## config.mk

```make
export PLATFORM = sky130hd
export DESIGN_NAME = timer_prescale_modulo
export DESIGN_NICKNAME = d
export VERILOG_FILES = /design/src/include/timer_pkg.sv /design/src/timer_prescale_modulo.sv
export SDC_FILE = /design/constraint.sdc
export NUM_CORES = 1
export LEC_CHECK = 0
export ABC_CLOCK_PERIOD_IN_PS = 14100
export BUFFER_PORTS_ARGS = -buffer_cell sky130_fd_sc_hd__buf_2
export CAP_MARGIN = 20
export CORE_MARGIN = 8
export CORE_UTILIZATION = 50
export DETAILED_ROUTE_END_ITERATION = 7
export HOLD_SLACK_MARGIN = 0.06
export PLACE_DENSITY = 0.71
export SYNTH_ARGS = -nofsm -noshare
export SYNTH_HDL_FRONTEND = slang
export SYNTH_SLANG_ARGS = --single-unit
```

## constraint.sdc

```tcl
create_clock -name clk_i -period 14.1 [get_ports clk_i]
set_input_delay 0.705 -clock clk_i [delete_from_list [all_inputs] [get_ports clk_i]]
set_output_delay 0.705 -clock clk_i [all_outputs]
set_load 0.01 [all_outputs]
```

## src/include/timer_pkg.sv

```systemverilog
// Purpose: Shared constants and types for the timer prescaler and modulo block.
// Assumes: A 32-bit classic Wishbone slave with one 8-bit register in each word.
// Notes: Register offsets are byte addresses; data sits in bits 7:0.
package timer_pkg;

  // Byte addresses of the registers.
  localparam logic [7:0] ADR_STATUS_CONTROL = 8'h00;
  localparam logic [7:0] ADR_COUNTER_HIGH = 8'h04;
  localparam logic [7:0] ADR_COUNTER_LOW = 8'h08;
  localparam logic [7:0] ADR_MODULO_HIGH = 8'h0C;
  localparam logic [7:0] ADR_MODULO_LOW = 8'h10;

  // Field positions in timer_status_control.
  localparam int OVERFLOW_FLAG_BIT = 7;
  localparam int OVERFLOW_IRQ_ENABLE_BIT = 6;
  localparam int CENTER_PWM_SELECT_BIT = 5;
  localparam int CLOCK_SOURCE_MSB = 4;
  localparam int CLOCK_SOURCE_LSB = 3;
  localparam int PRESCALE_MSB = 2;
  localparam int PRESCALE_LSB = 0;

  // Clock source select codes.
  localparam logic [1:0] CLK_NONE = 2'h0;
  localparam logic [1:0] CLK_BUS = 2'h1;
  localparam logic [1:0] CLK_FIXED = 2'h2;
  localparam logic [1:0] CLK_EXTERNAL = 2'h3;

  // Reset values and counter limits.
  localparam logic [7:0] STATUS_CONTROL_RESET = 8'h00;
  localparam logic [15:0] COUNTER_RESET = 16'h0000;
  localparam logic [15:0] MODULO_RESET = 16'h0000;
  localparam logic [15:0] FREE_RUN_TOP = 16'hFFFF;
  localparam logic [15:0] COUNT_ONE = 16'h0001;
  localparam logic [7:0] DIVIDE_ONE = 8'h01;
  localparam logic [31:0] READ_ZERO = 32'h0000_0000;

  typedef enum logic [1:0] {
    BUS_IDLE = 2'h1,
    BUS_ACK = 2'h2
  } bus_state_t;

endpackage

```

## src/timer_prescale_modulo.sv

```systemverilog
// Purpose: Timebase of a 16-bit timer: clock source, prescaler, counter and modulo.
// Assumes: Debug, fixed-clock tick and loop-enable inputs come from logic on clk_i.
// Notes: Wishbone slave answers every request with ack one cycle after it is taken.
//
// Contract
// Clock source select: 00 none, 01 bus clock, 10 fixed clock, 11 external.
// Without an enabled locked loop, the fixed clock choice equals the bus clock.
// External source is synchronised inside; the fixed clock arrives synchronised.
// Prescaler divides the selected clock by two to the power of prescale_select.
// Prescaler follows synchronisation and selection of the source.
// A new prescale value acts from the next clock cycle.
// Reading either counter byte latches both until the other byte is read.
// Reset or a status/control write returns the read latch to idle.
// Any counter byte write clears the counter and the read latch.
// Reset clears the counter.
// In debug the counter freezes and the read latch holds its state.
// In debug, status/control or counter writes still reset the read latch.
// Counter at modulo wraps to zero on next count and sets overflow_flag.
// Half-written modulo suppresses overflow_flag until the other byte is written.
// Reset loads modulo zero, giving a free-running full-range counter.
// With no clock source, modulo loads once the second byte is written.
// With a source, modulo loads on the step from old modulo minus one.
// A status/control write resets the modulo write latch, debug or not.
// In debug the modulo write latch stays frozen unless reset by status write.
// In debug, modulo byte writes go straight to the active modulo.
// Software should clear the counter before setting a new modulo.
// overflow_flag clears by reading it set then writing zero; overflow restarts.
// overflow_irq_enable with overflow_flag set raises the interrupt request.
// Counter counts up; center_pwm_select makes it count up and down.
// Counter advances per prescaler pulse and holds with no source selected.
//
// Chosen here: the Wishbone interface to the registers and the register offsets.
`timescale 1ns/1ps

module timer_prescale_modulo
  import timer_pkg::*;
#(
  parameter int ADR_W = 8
)
(
  input wire logic clk_i,
  input wire logic rst_i,
  input wire logic ce_i,
  input wire logic cyc_i,
  input wire logic stb_i,
  input wire logic we_i,
  input wire logic [ADR_W-1:0] adr_i,
  input wire logic [31:0] dat_i,
  input wire logic [3:0] sel_i,
  output logic [31:0] dat_o,
  output logic ack_o,
  input wire logic background_debug_mode_i,
  input wire logic loop_enabled_i,
  input wire logic fixed_tick_i,
  input wire logic external_clock_i,
  output logic overflow_irq_o,
  output logic [15:0] count_o,
  output logic count_down_o
);

  typedef struct packed {
    bus_state_t bus;
    logic [31:0] rdata;
    logic overflow_flag;
    logic clear_armed;
    logic overflow_irq_enable;
    logic center_pwm_select;
    logic [1:0] clock_source_select;
    logic [2:0] prescale_select;
    logic [15:0] cnt;
    logic down;
    logic [6:0] presc;
    logic [15:0] cnt_buf;
    logic cnt_latched;
    logic cnt_first_high;
    logic [15:0] mod_live;
    logic [15:0] mod_buf;
    logic mod_high_seen;
    logic mod_low_seen;
    logic ext_s1;
    logic ext_s2;
    logic ext_s3;
  } state_t;

  state_t st_r;
  state_t st_nxt;

  logic take;
  logic wr;
  logic rd;
  logic sc_wr;
  logic sc_rd;
  logic cnt_wr;
  logic cnt_rd;
  logic mod_wr;
  logic dbg;
  logic src_tick;
  logic ext_edge;
  logic [7:0] div_mask;
  logic cnt_tick;
  logic [15:0] top;
  logic at_top;
  logic half_mod;
  logic ovf;
  logic mod_due;

  assign dbg = background_debug_mode_i;
  assign take = cyc_i && stb_i && (st_r.bus == BUS_IDLE);
  assign wr = take && we_i && sel_i[0];
  assign rd = take && !we_i;
  assign sc_wr = wr && (adr_i == ADR_W'(ADR_STATUS_CONTROL));
  assign sc_rd = rd && (adr_i == ADR_W'(ADR_STATUS_CONTROL));
  assign cnt_wr = wr && ((adr_i == ADR_W'(ADR_COUNTER_HIGH)) || (adr_i == ADR_W'(ADR_COUNTER_LOW)));
  assign cnt_rd = rd && ((adr_i == ADR_W'(ADR_COUNTER_HIGH)) || (adr_i == ADR_W'(ADR_COUNTER_LOW)));
  assign mod_wr = wr && ((adr_i == ADR_W'(ADR_MODULO_HIGH)) || (adr_i == ADR_W'(ADR_MODULO_LOW)));

  // Only the second and third stages feed the edge detector.
  assign ext_edge = st_r.ext_s2 && !st_r.ext_s3;

  always_comb
  begin
    case (st_r.clock_source_select)
      CLK_BUS: src_tick = 1'b1;
      CLK_FIXED: src_tick = loop_enabled_i ? fixed_tick_i : 1'b1;
      CLK_EXTERNAL: src_tick = ext_edge;
      default: src_tick = 1'b0;
    endcase
  end

  // The divider works on the selected, synchronised tick, so a source change never glitches it.
  assign div_mask = (DIVIDE_ONE << st_r.prescale_select) - DIVIDE_ONE;
  assign cnt_tick = src_tick && !dbg && ((st_r.presc & div_mask[6:0]) == div_mask[6:0]);
  assign top = (st_r.mod_live == MODULO_RESET) ? FREE_RUN_TOP : st_r.mod_live;
  assign at_top = (st_r.cnt == top);
  assign half_mod = st_r.mod_high_seen ^ st_r.mod_low_seen;
  assign ovf = cnt_tick && at_top && !st_r.down && !cnt_wr;
  assign mod_due = st_r.mod_high_seen && st_r.mod_low_seen && cnt_tick && !st_r.down
    && (st_r.cnt == top - COUNT_ONE);

  always_comb
  begin
    logic [7:0] rbyte;
    logic [15:0] live;
    rbyte = 8'h00;
    live = 16'h0000;
    st_nxt = st_r;
    st_nxt.ext_s1 = external_clock_i;
    st_nxt.ext_s2 = st_r.ext_s1;
    st_nxt.ext_s3 = st_r.ext_s2;

    if (src_tick && !dbg)
    begin
      st_nxt.presc = st_r.presc + 7'h01;
    end

    if (cnt_tick)
    begin
      if (!st_r.center_pwm_select)
      begin
        st_nxt.down = 1'b0;
        st_nxt.cnt = at_top ? COUNTER_RESET : st_r.cnt + COUNT_ONE;
      end
      else if (st_r.down)
      begin
        if (st_r.cnt == COUNTER_RESET)
        begin
          st_nxt.down = 1'b0;
          st_nxt.cnt = st_r.cnt + COUNT_ONE;
        end
        else
        begin
          st_nxt.cnt = st_r.cnt - COUNT_ONE;
        end
      end
      else if (at_top)
      begin
        st_nxt.down = 1'b1;
        st_nxt.cnt = st_r.cnt - COUNT_ONE;
      end
      else
      begin
        st_nxt.cnt = st_r.cnt + COUNT_ONE;
      end
    end

    if (mod_due)
    begin
      st_nxt.mod_live = st_r.mod_buf;
      st_nxt.mod_high_seen = 1'b0;
      st_nxt.mod_low_seen = 1'b0;
    end

    // Register reads.
    if (rd)
    begin
      case (adr_i)
        ADR_W'(ADR_STATUS_CONTROL):
        begin
          rbyte = {st_r.overflow_flag, st_r.overflow_irq_enable, st_r.center_pwm_select,
                   st_r.clock_source_select, st_r.prescale_select};
          if (st_r.overflow_flag)
          begin
            st_nxt.clear_armed = 1'b1;
          end
        end
        ADR_W'(ADR_COUNTER_HIGH),
        ADR_W'(ADR_COUNTER_LOW):
        begin
          live = st_r.cnt_latched ? st_r.cnt_buf : st_r.cnt;
          rbyte = (adr_i == ADR_W'(ADR_COUNTER_HIGH)) ? live[15:8] : live[7:0];
          if (!dbg)
          begin
            if (!st_r.cnt_latched)
            begin
              st_nxt.cnt_buf = st_r.cnt;
              st_nxt.cnt_latched = 1'b1;
              st_nxt.cnt_first_high = (adr_i == ADR_W'(ADR_COUNTER_HIGH));
            end
            else if (st_r.cnt_first_high != (adr_i == ADR_W'(ADR_COUNTER_HIGH)))
            begin
              st_nxt.cnt_latched = 1'b0;
            end
          end
        end
        ADR_W'(ADR_MODULO_HIGH): rbyte = st_r.mod_live[15:8];
        ADR_W'(ADR_MODULO_LOW): rbyte = st_r.mod_live[7:0];
        default: rbyte = 8'h00;
      endcase
    end

    // Register writes.
    if (sc_wr)
    begin
      st_nxt.overflow_irq_enable = dat_i[OVERFLOW_IRQ_ENABLE_BIT];
      st_nxt.center_pwm_select = dat_i[CENTER_PWM_SELECT_BIT];
      st_nxt.clock_source_select = dat_i[CLOCK_SOURCE_MSB:CLOCK_SOURCE_LSB];
      st_nxt.prescale_select = dat_i[PRESCALE_MSB:PRESCALE_LSB];
      if (!dat_i[OVERFLOW_FLAG_BIT] && st_r.clear_armed)
      begin
        st_nxt.overflow_flag = 1'b0;
      end
      st_nxt.clear_armed = 1'b0;
      st_nxt.cnt_latched = 1'b0;
      st_nxt.mod_high_seen = 1'b0;
      st_nxt.mod_low_seen = 1'b0;
    end

    if (cnt_wr)
    begin
      st_nxt.cnt = COUNTER_RESET;
      st_nxt.down = 1'b0;
      st_nxt.cnt_latched = 1'b0;
    end

    if (mod_wr)
    begin
      if (dbg)
      begin
        // The write latch stays as it was; only the active value moves.
        if (adr_i == ADR_W'(ADR_MODULO_HIGH))
        begin
          st_nxt.mod_live[15:8] = dat_i[7:0];
        end
        else
        begin
          st_nxt.mod_live[7:0] = dat_i[7:0];
        end
      end
      else
      begin
        if (adr_i == ADR_W'(ADR_MODULO_HIGH))
        begin
          st_nxt.mod_buf[15:8] = dat_i[7:0];
          st_nxt.mod_high_seen = 1'b1;
        end
        else
        begin
          st_nxt.mod_buf[7:0] = dat_i[7:0];
          st_nxt.mod_low_seen = 1'b1;
        end
        if ((st_r.clock_source_select == CLK_NONE) && st_nxt.mod_high_seen && st_nxt.mod_low_seen)
        begin
          st_nxt.mod_live = st_nxt.mod_buf;
          st_nxt.mod_high_seen = 1'b0;
          st_nxt.mod_low_seen = 1'b0;
        end
      end
    end

    // An overflow wins over a clear in the same cycle and restarts the clear sequence.
    if (ovf && !half_mod)
    begin
      st_nxt.overflow_flag = 1'b1;
      st_nxt.clear_armed = 1'b0;
    end

    case (st_r.bus)
      BUS_IDLE:
      begin
        if (take)
        begin
          st_nxt.bus = BUS_ACK;
          st_nxt.rdata = READ_ZERO | 32'(rbyte);
        end
      end
      BUS_ACK: st_nxt.bus = BUS_IDLE;
      default: st_nxt.bus = BUS_IDLE;
    endcase
  end

  always_ff @(posedge clk_i)
  begin
    if (rst_i)
    begin
      st_r <= '0;
      st_r.bus <= BUS_IDLE;
      st_r.cnt <= COUNTER_RESET;
      st_r.mod_live <= MODULO_RESET;
      st_r.mod_buf <= MODULO_RESET;
      {st_r.overflow_flag, st_r.overflow_irq_enable, st_r.center_pwm_select,
       st_r.clock_source_select, st_r.prescale_select} <= STATUS_CONTROL_RESET;
    end
    else if (ce_i)
    begin
      st_r <= st_nxt;
    end
  end

  assign ack_o = (st_r.bus == BUS_ACK);
  assign dat_o = st_r.rdata;
  assign overflow_irq_o = st_r.overflow_flag && st_r.overflow_irq_enable;
  assign count_o = st_r.cnt;
  assign count_down_o = st_r.down;
endmodule

```

**Word-level counts from Yosys, hierarchy flattened**

Index checks and enable logic that the tools add are counted.

- Logic and storage cells: 152
- Output and inout bits: 51
- Bits in registers: 98
- Bits of input ports: 54

- Eq/ne operators: 15
- Mux-type cells: 50
- Shift-type cells: 1
- Reductions and logical operators: 56
- Add/subtract/negate cells: 5
- Bitwise gates (word level): 4

Operators by type and width:

| operator | number |
|---|---|
| 16-bit 2-to-1 mux | 8 |
| 17-bit 2-to-1 mux | 4 |
| 34-bit 2-to-1 mux | 2 |
| 8-bit 2-to-1 mux | 6 |
| 16-bit equality test | 2 |
| 16-bit logical NOT | 2 |
| 8-bit one-hot mux with 4 select lines | 1 |
| 16-bit by 1-bit subtractor with 16-bit output, second input constant | 2 |
| 1-bit logical AND | 23 |
| 1-bit 2-to-1 mux | 18 |
| 18-bit 2-to-1 mux | 1 |
| 16-bit by 1-bit adder with 16-bit output, second input constant | 1 |
| 8-bit by 4-bit equality test with 1-bit output, second input constant | 2 |
| 2-bit 2-to-1 mux | 8 |
| 3-bit nonzero test | 5 |
| 4-bit AND reduction | 3 |
| 9-bit 2-to-1 mux | 1 |
| 3-bit AND reduction | 3 |
| 8-bit by 3-bit equality test with 1-bit output, second input constant | 1 |
| 8-bit by 5-bit equality test with 1-bit output, second input constant | 1 |
| 8-bit logical NOT | 1 |
| 2-bit AND reduction | 4 |
| 7-bit by 1-bit adder with 7-bit output, second input constant | 1 |
| 7-bit bitwise AND | 1 |
| 17 further kinds | 30 |

**Logic depth before layout (Yosys ltp)**

- Depth in word-level cells: 18
- Gate-level depth with buffers: 18
- Gate-level depth less buffers: 13

**Worst setup path after synthesis**

Ideal clock, no wire load.

- Path kind: reg-to-reg
- From: register st_r[24] (netlist name)
- To: register st_r[21] (netlist name)
- Stages on the path, launching flop included: 18
- Setup time: 123 ps
- Arrival: 4,425 ps
- Required time: 13,977 ps
- Slack: 9,552 ps
- Cells stage by stage: dfxtp_1 -> clkbuf_1 -> nor4_4 -> and4_1 -> clkbuf_1 -> clkbuf_1 -> nor2_1 -> ha_1 -> or3b_1 -> clkbuf_1 -> or4_4 -> and3_1 -> or4_4 -> nor4_4 -> o2111ai_4 -> a21boi_4 -> a2bb2o_2 -> nand3b_1

- Longest elaborated chain between the ends: 15
- Elaborated cells on any way between the ends: 20
- Classes of those cells: 1 x add/sub; 1 x eq/ne; 14 x mux; 4 x reduce/logical

RTL lines:

| what | RTL line | source |
|---|---|---|
| from (decl) | timer_prescale_modulo.sv:85 | `state_t st_r;` |
| from (signal assigned) | timer_prescale_modulo.sv:325 | `st_r <= st_nxt;` |
| 16-bit logical NOT | timer_prescale_modulo.sv:133 | `assign top = (st_r.mod_live == MODULO_RESET) ? FREE_RUN_TOP : st_r.mod_live;` |
| 16-bit 2-to-1 mux * | timer_prescale_modulo.sv:133 |  |
| 16-bit by 1-bit subtractor with 16-bit output * | timer_prescale_modulo.sv:138 | `&& (st_r.cnt == top - COUNT_ONE);` |
| 16-bit equality test * | timer_prescale_modulo.sv:138 |  |
| 1-bit logical AND * | timer_prescale_modulo.sv:138 |  |
| 2-bit 2-to-1 mux | timer_prescale_modulo.sv:186 | `if (mod_due)` |
| 2-bit 2-to-1 mux | timer_prescale_modulo.sv:232 | `if (sc_wr)` |
| 1-bit 2-to-1 mux | timer_prescale_modulo.sv:271 | `if (adr_i == ADR_W'(ADR_MODULO_HIGH))` |
| 1-bit 2-to-1 mux | timer_prescale_modulo.sv:257 | `if (dbg)` |
| 1-bit 2-to-1 mux | timer_prescale_modulo.sv:255 | `if (mod_wr)` |
| 1-bit logical AND (2 in a row) | timer_prescale_modulo.sv:281 | `if ((st_r.clock_source_select == CLK_NONE) && st_nxt.mod_high_seen && st_nxt.mod_low_seen)` |
| 16-bit 2-to-1 mux | timer_prescale_modulo.sv:281 |  |
| 16-bit 2-to-1 mux | timer_prescale_modulo.sv:257 |  |
| 34-bit 2-to-1 mux * | timer_prescale_modulo.sv:255 |  |

Every way passes the cells marked *; elsewhere a longest branch is shown, timed or not. The select of a mux whose other input is x is not followed.
A chain may end at the register's enable or synchronous reset.

**Worst setup path in the final report**

- From: register st_r[22] (netlist name)
- To: register st_r[25] (netlist name)

The elaborated chain is that of the path after synthesis.

==> metrics.yaml <==
synthesis:
  synth-seq-cells: 98
  async_flop_share_pct: 0
  post_synth_instance_area_mm2: 0.00779
  most_area_hungry_cell_type_in_the_yosys_netlist: "sky130_fd_sc_hd__dfxtp_1"
  synth_most_common_cell: "sky130_fd_sc_hd__nand2_1"
  syn_inst: 1032
  post_synth_most_frequent_cells: "sky130_fd_sc_hd__nand2_1 (127), sky130_fd_sc_hd__dfxtp_1 (98), sky130_fd_sc_hd__nor2_1 (96), sky130_fd_sc_hd__a21oi_1 (75), sky130_fd_sc_hd__clkbuf_1 (71)"
  synth_top_cells_by_area: "sky130_fd_sc_hd__dfxtp_1 (25%), sky130_fd_sc_hd__nand2_1 (6.1%), sky130_fd_sc_hd__a21oi_1 (4.8%), sky130_fd_sc_hd__buf_4 (4.7%), sky130_fd_sc_hd__nor2_1 (4.6%)"
  number_of_enable_flip_flop_cells_after_synthesis: 0
  synth_sequential_area_ratio_pct: 25.2
  synth_area_per_cell_um2: 7.55
  ys.warnings.count: 0
  ys_dominant_reg_cell: "sky130_fd_sc_hd__dfxtp_1"
  synth_top_area_share_pct: 25.2
  netlist-cell-type-count: 83
sta:
  finalHoldViolCount: 0
  worst_slew_margin_rel_pct: 29.4
  period_needed_ns: 5.25
  timing.fmax_ghz: 0.190
  tightestPinTransition_ns: 1.06
  holdWs_ns: 0.456
  period_share_pct: 37.3
  rsz0062_at_grt: "no"
  finClkSkew_ns: 0.0115
  setup_viol_count_final: 0
  timing_max_transition_violations_final: 0
  finalSetupTns_ns: 0
floorplanning:
  die-height_um: 141
  floorplan.die_area_mm2: 0.0198
  design.portCount: 105
  floorplan.initialDensity_pct: 51.3
  die_width_um: 141
  floorplan.rows: 45
  core_mm2: 0.0152
power_and_ir_drop:
  worst_ir_drop_vdd_uv: 66.8
  cellLeakagePower_nw: 2.97
  power.density_mw_per_mm2: 70.7
global_route:
  first_global_vias: 6899
  track_usage_pct: 23.1
  overflow: 0
  grt_antenna_before_repair: 0
  grt_pass1_wl_um: 37300
  largest_net_degree_at_the_start_of_global_routing: 77
clock_tree:
  cts-resized-gates: 0
  postCtsSetupBuffers: 0
  cts_root_buf: "sky130_fd_sc_hd__clkbuf_16"
  clkSlewWorstSetupHoldPaths_ns: 0.07
  cts.sink_count: 98
  clock_insertion_delay_worst_skew_ns: 0.36
  max-clock-path-buffers: 2
  cts_buf_count: 9
  holdBufCountCts: 0
  cts_max_level: 3
  tritoncts: "done"
critical_path:
  critical_path_type: "reg2reg"
  worst_path_dominant_cell_family: "simple AND/OR/NAND/NOR gates"
  timing.critical_path.cells: "nor4_4 > and4_1 > nor2_1 > ha_1 > or3b_1 > or4_4 > and3_1 > or4_4 > nor4_4 > o2111ai_4 > a21boi_4 > a2bb2o_2 > nand3b_1"
  reg2reg_slack_ns: 8.85
  critical_path.slowest_cell: "sky130_fd_sc_hd__dfxtp_1"
  worst_ep_arrival_time_ns: 5.50
  delay_of_the_slowest_critical_path_stage_ns: 0.72
  cp_max_fo: 28
  category_of_the_worst_setup_path_launch_point: "flop"
  critPathRequiredTime_ns: 14.34
  timing.rr.end: "st_r[25]"
  worst-path-buf-inv: 0
  reg2reg_depth: 13
  cp-end-kind: "flop"
  crit-reg2reg-launch: "st_r[22]"
cells_and_area:
  post_route_cells_drive_above_1_share_pct: 13.7
  antenna_cells: 0
  post-route-util_pct: 53.2
  nNetsFinal: 1063
  filler_cell_count: 1461
  synthToLayoutAreaGrowth_pct: 3.84
min_path:
  hold-path-cell-count: 2
  hold_end: "st_r[50]"
  timing.hold.worst.class: "reg2reg"
  hold_path_startpoint: "st_r[50]"
routing:
  drt-vias-per-instance: 6.48
  routed_wl_um: 23600
  final_routed_drc_violation_total: 0
  met2WireLength_um: 10300
  route.detailed.wl_per_inst_um: 19.7
  ant_nets: 0
  wire_length_on_met1_um: 10200
  via_count: 7739
  met3_wire_length_um: 2360
  drt_first_pass_iters: 6
  top_layer_used: "met4"
  detail_route.iter0.violations: 1110
placement:
  placement.io_buffers: 53
  place_congestion: 0.928
  place.detailed.hpwl_um: 16300
outcome:
  status: "finished clean"
job:
  drv_cap: 0
[power breakdown]
part,switching (mW),internal (mW)
Clock,0.119,0.127
Combinational,0.0316,0.0141
Sequential,0.00265,0.278
Total,0.154,0.418
[stage by stage]
stage / cells / area, µm² / setup WS [ns] / power [mW]
2_1_floorplan: 1055 / 7880 / 9.55 / 0.321
3_3_place_gp: 1178 / 7800 / 9.00 / 0.331
3_5_place_dp: 1179 / 7800 / 8.91 / 0.331
4_1_cts: 1195 / 8090 / 8.90 / 0.574
5_1_grt: 1195 / 8090 / 8.56 / 0.588
6_report: 1195 / 8090 / 8.85 / 0.572
[sequential cells by signal, indices dropped and copies added (netlist names)]
register      flops
count_down_o      1
count_o          16
st_r             71
dat_o             8
st_nxt            2
[kinds of logic (layout without fill, tap and decap cells)]
| kind of cell | Yosys count | in the layout | synth area share [%] |
|---|---|---|---|
| adder cells (fa/ha/maj) | 7 | 7 | 1.12 |
| XOR/XNOR | 39 | 39 | 4.38 |
| other | 1 | 24 | 0.0481 |
| multiplexers | 38 | 38 | 6.23 |
| buffers and inverters | 150 | 102 | 9.91 |
| AND/OR/NAND/NOR | 425 | 425 | 28.0 |
| AO/OA/AOI/OAI | 274 | 274 | 25.1 |
| flip-flops | 98 | 98 | 25.2 |
[how the worst max path moves through the flow]
stage          startpoint        to  cells after the start
6_report         st_r[22]  st_r[25]                     13
5_1_grt          st_r[34]  st_r[25]                     13
4_1_cts          st_r[22]  st_r[25]                     13
3_5_place_dp     st_r[22]  st_r[26]                     13
3_3_place_gp     st_r[22]  st_r[25]                     13
2_1_floorplan    st_r[24]  st_r[21]                     17
[metal layers]
metal  global-route usage (%)  vias to the layer above
li1                         -                     3649
met1                     31.5                     3590
met2                     34.6                      440
met3                     4.09                       60
met4                     10.7                        0
met5                        0                        -
[cells in the final DEF, fill, tap and decap left out, types with 8 or more instances in the layout]
| cell | instances |
|---|---|
| sky130_fd_sc_hd__a21oi_1 | 75 |
| sky130_fd_sc_hd__a221oi_1 | 8 |
| sky130_fd_sc_hd__a22oi_1 | 12 |
| sky130_fd_sc_hd__a31oi_1 | 8 |
| sky130_fd_sc_hd__and2_1 | 8 |
| sky130_fd_sc_hd__and3_1 | 13 |
| sky130_fd_sc_hd__buf_2 | 54 |
| sky130_fd_sc_hd__buf_4 | 14 |
| sky130_fd_sc_hd__clkbuf_16 | 9 |
| sky130_fd_sc_hd__conb_1 | 24 |
| sky130_fd_sc_hd__dfxtp_1 | 98 |
| sky130_fd_sc_hd__inv_1 | 18 |
| sky130_fd_sc_hd__mux2i_1 | 26 |
| sky130_fd_sc_hd__mux4_2 | 8 |
| sky130_fd_sc_hd__nand2_1 | 127 |
| sky130_fd_sc_hd__nand2b_1 | 20 |
| sky130_fd_sc_hd__nand3_1 | 24 |
| sky130_fd_sc_hd__nand3b_1 | 9 |
| sky130_fd_sc_hd__nand4_1 | 8 |
| sky130_fd_sc_hd__nor2_1 | 96 |
| sky130_fd_sc_hd__nor2b_1 | 10 |
| sky130_fd_sc_hd__nor3_1 | 39 |
| sky130_fd_sc_hd__nor3b_1 | 8 |
| sky130_fd_sc_hd__nor4_1 | 15 |
| sky130_fd_sc_hd__o21a_1 | 11 |
| sky130_fd_sc_hd__o21ai_0 | 35 |
| sky130_fd_sc_hd__o221ai_1 | 12 |
| sky130_fd_sc_hd__o22ai_1 | 8 |
| sky130_fd_sc_hd__o31ai_1 | 10 |
| sky130_fd_sc_hd__or3_1 | 14 |
| sky130_fd_sc_hd__xnor2_1 | 20 |
| sky130_fd_sc_hd__xor2_1 | 19 |
[worst min-delay path, stage by stage, from the launching register on]
cell and delay, ns:
sky130_fd_sc_hd__dfxtp_1 0.31, sky130_fd_sc_hd__nand2_1 0.05, sky130_fd_sc_hd__a21oi_1 0.05
[cell type report]
class	instances	area, µm²	share of cell area, %
multi-input combinational	807	5160	63.8
sequential	98	1960	24.2
timing repair buffer	68	375	4.64
clock buffer	10	239	2.95
tap	188	235	2.91
inverter	18	67.6	0.835
clock inverter	6	46.3	0.572
(Power assumes the default switching activity.)
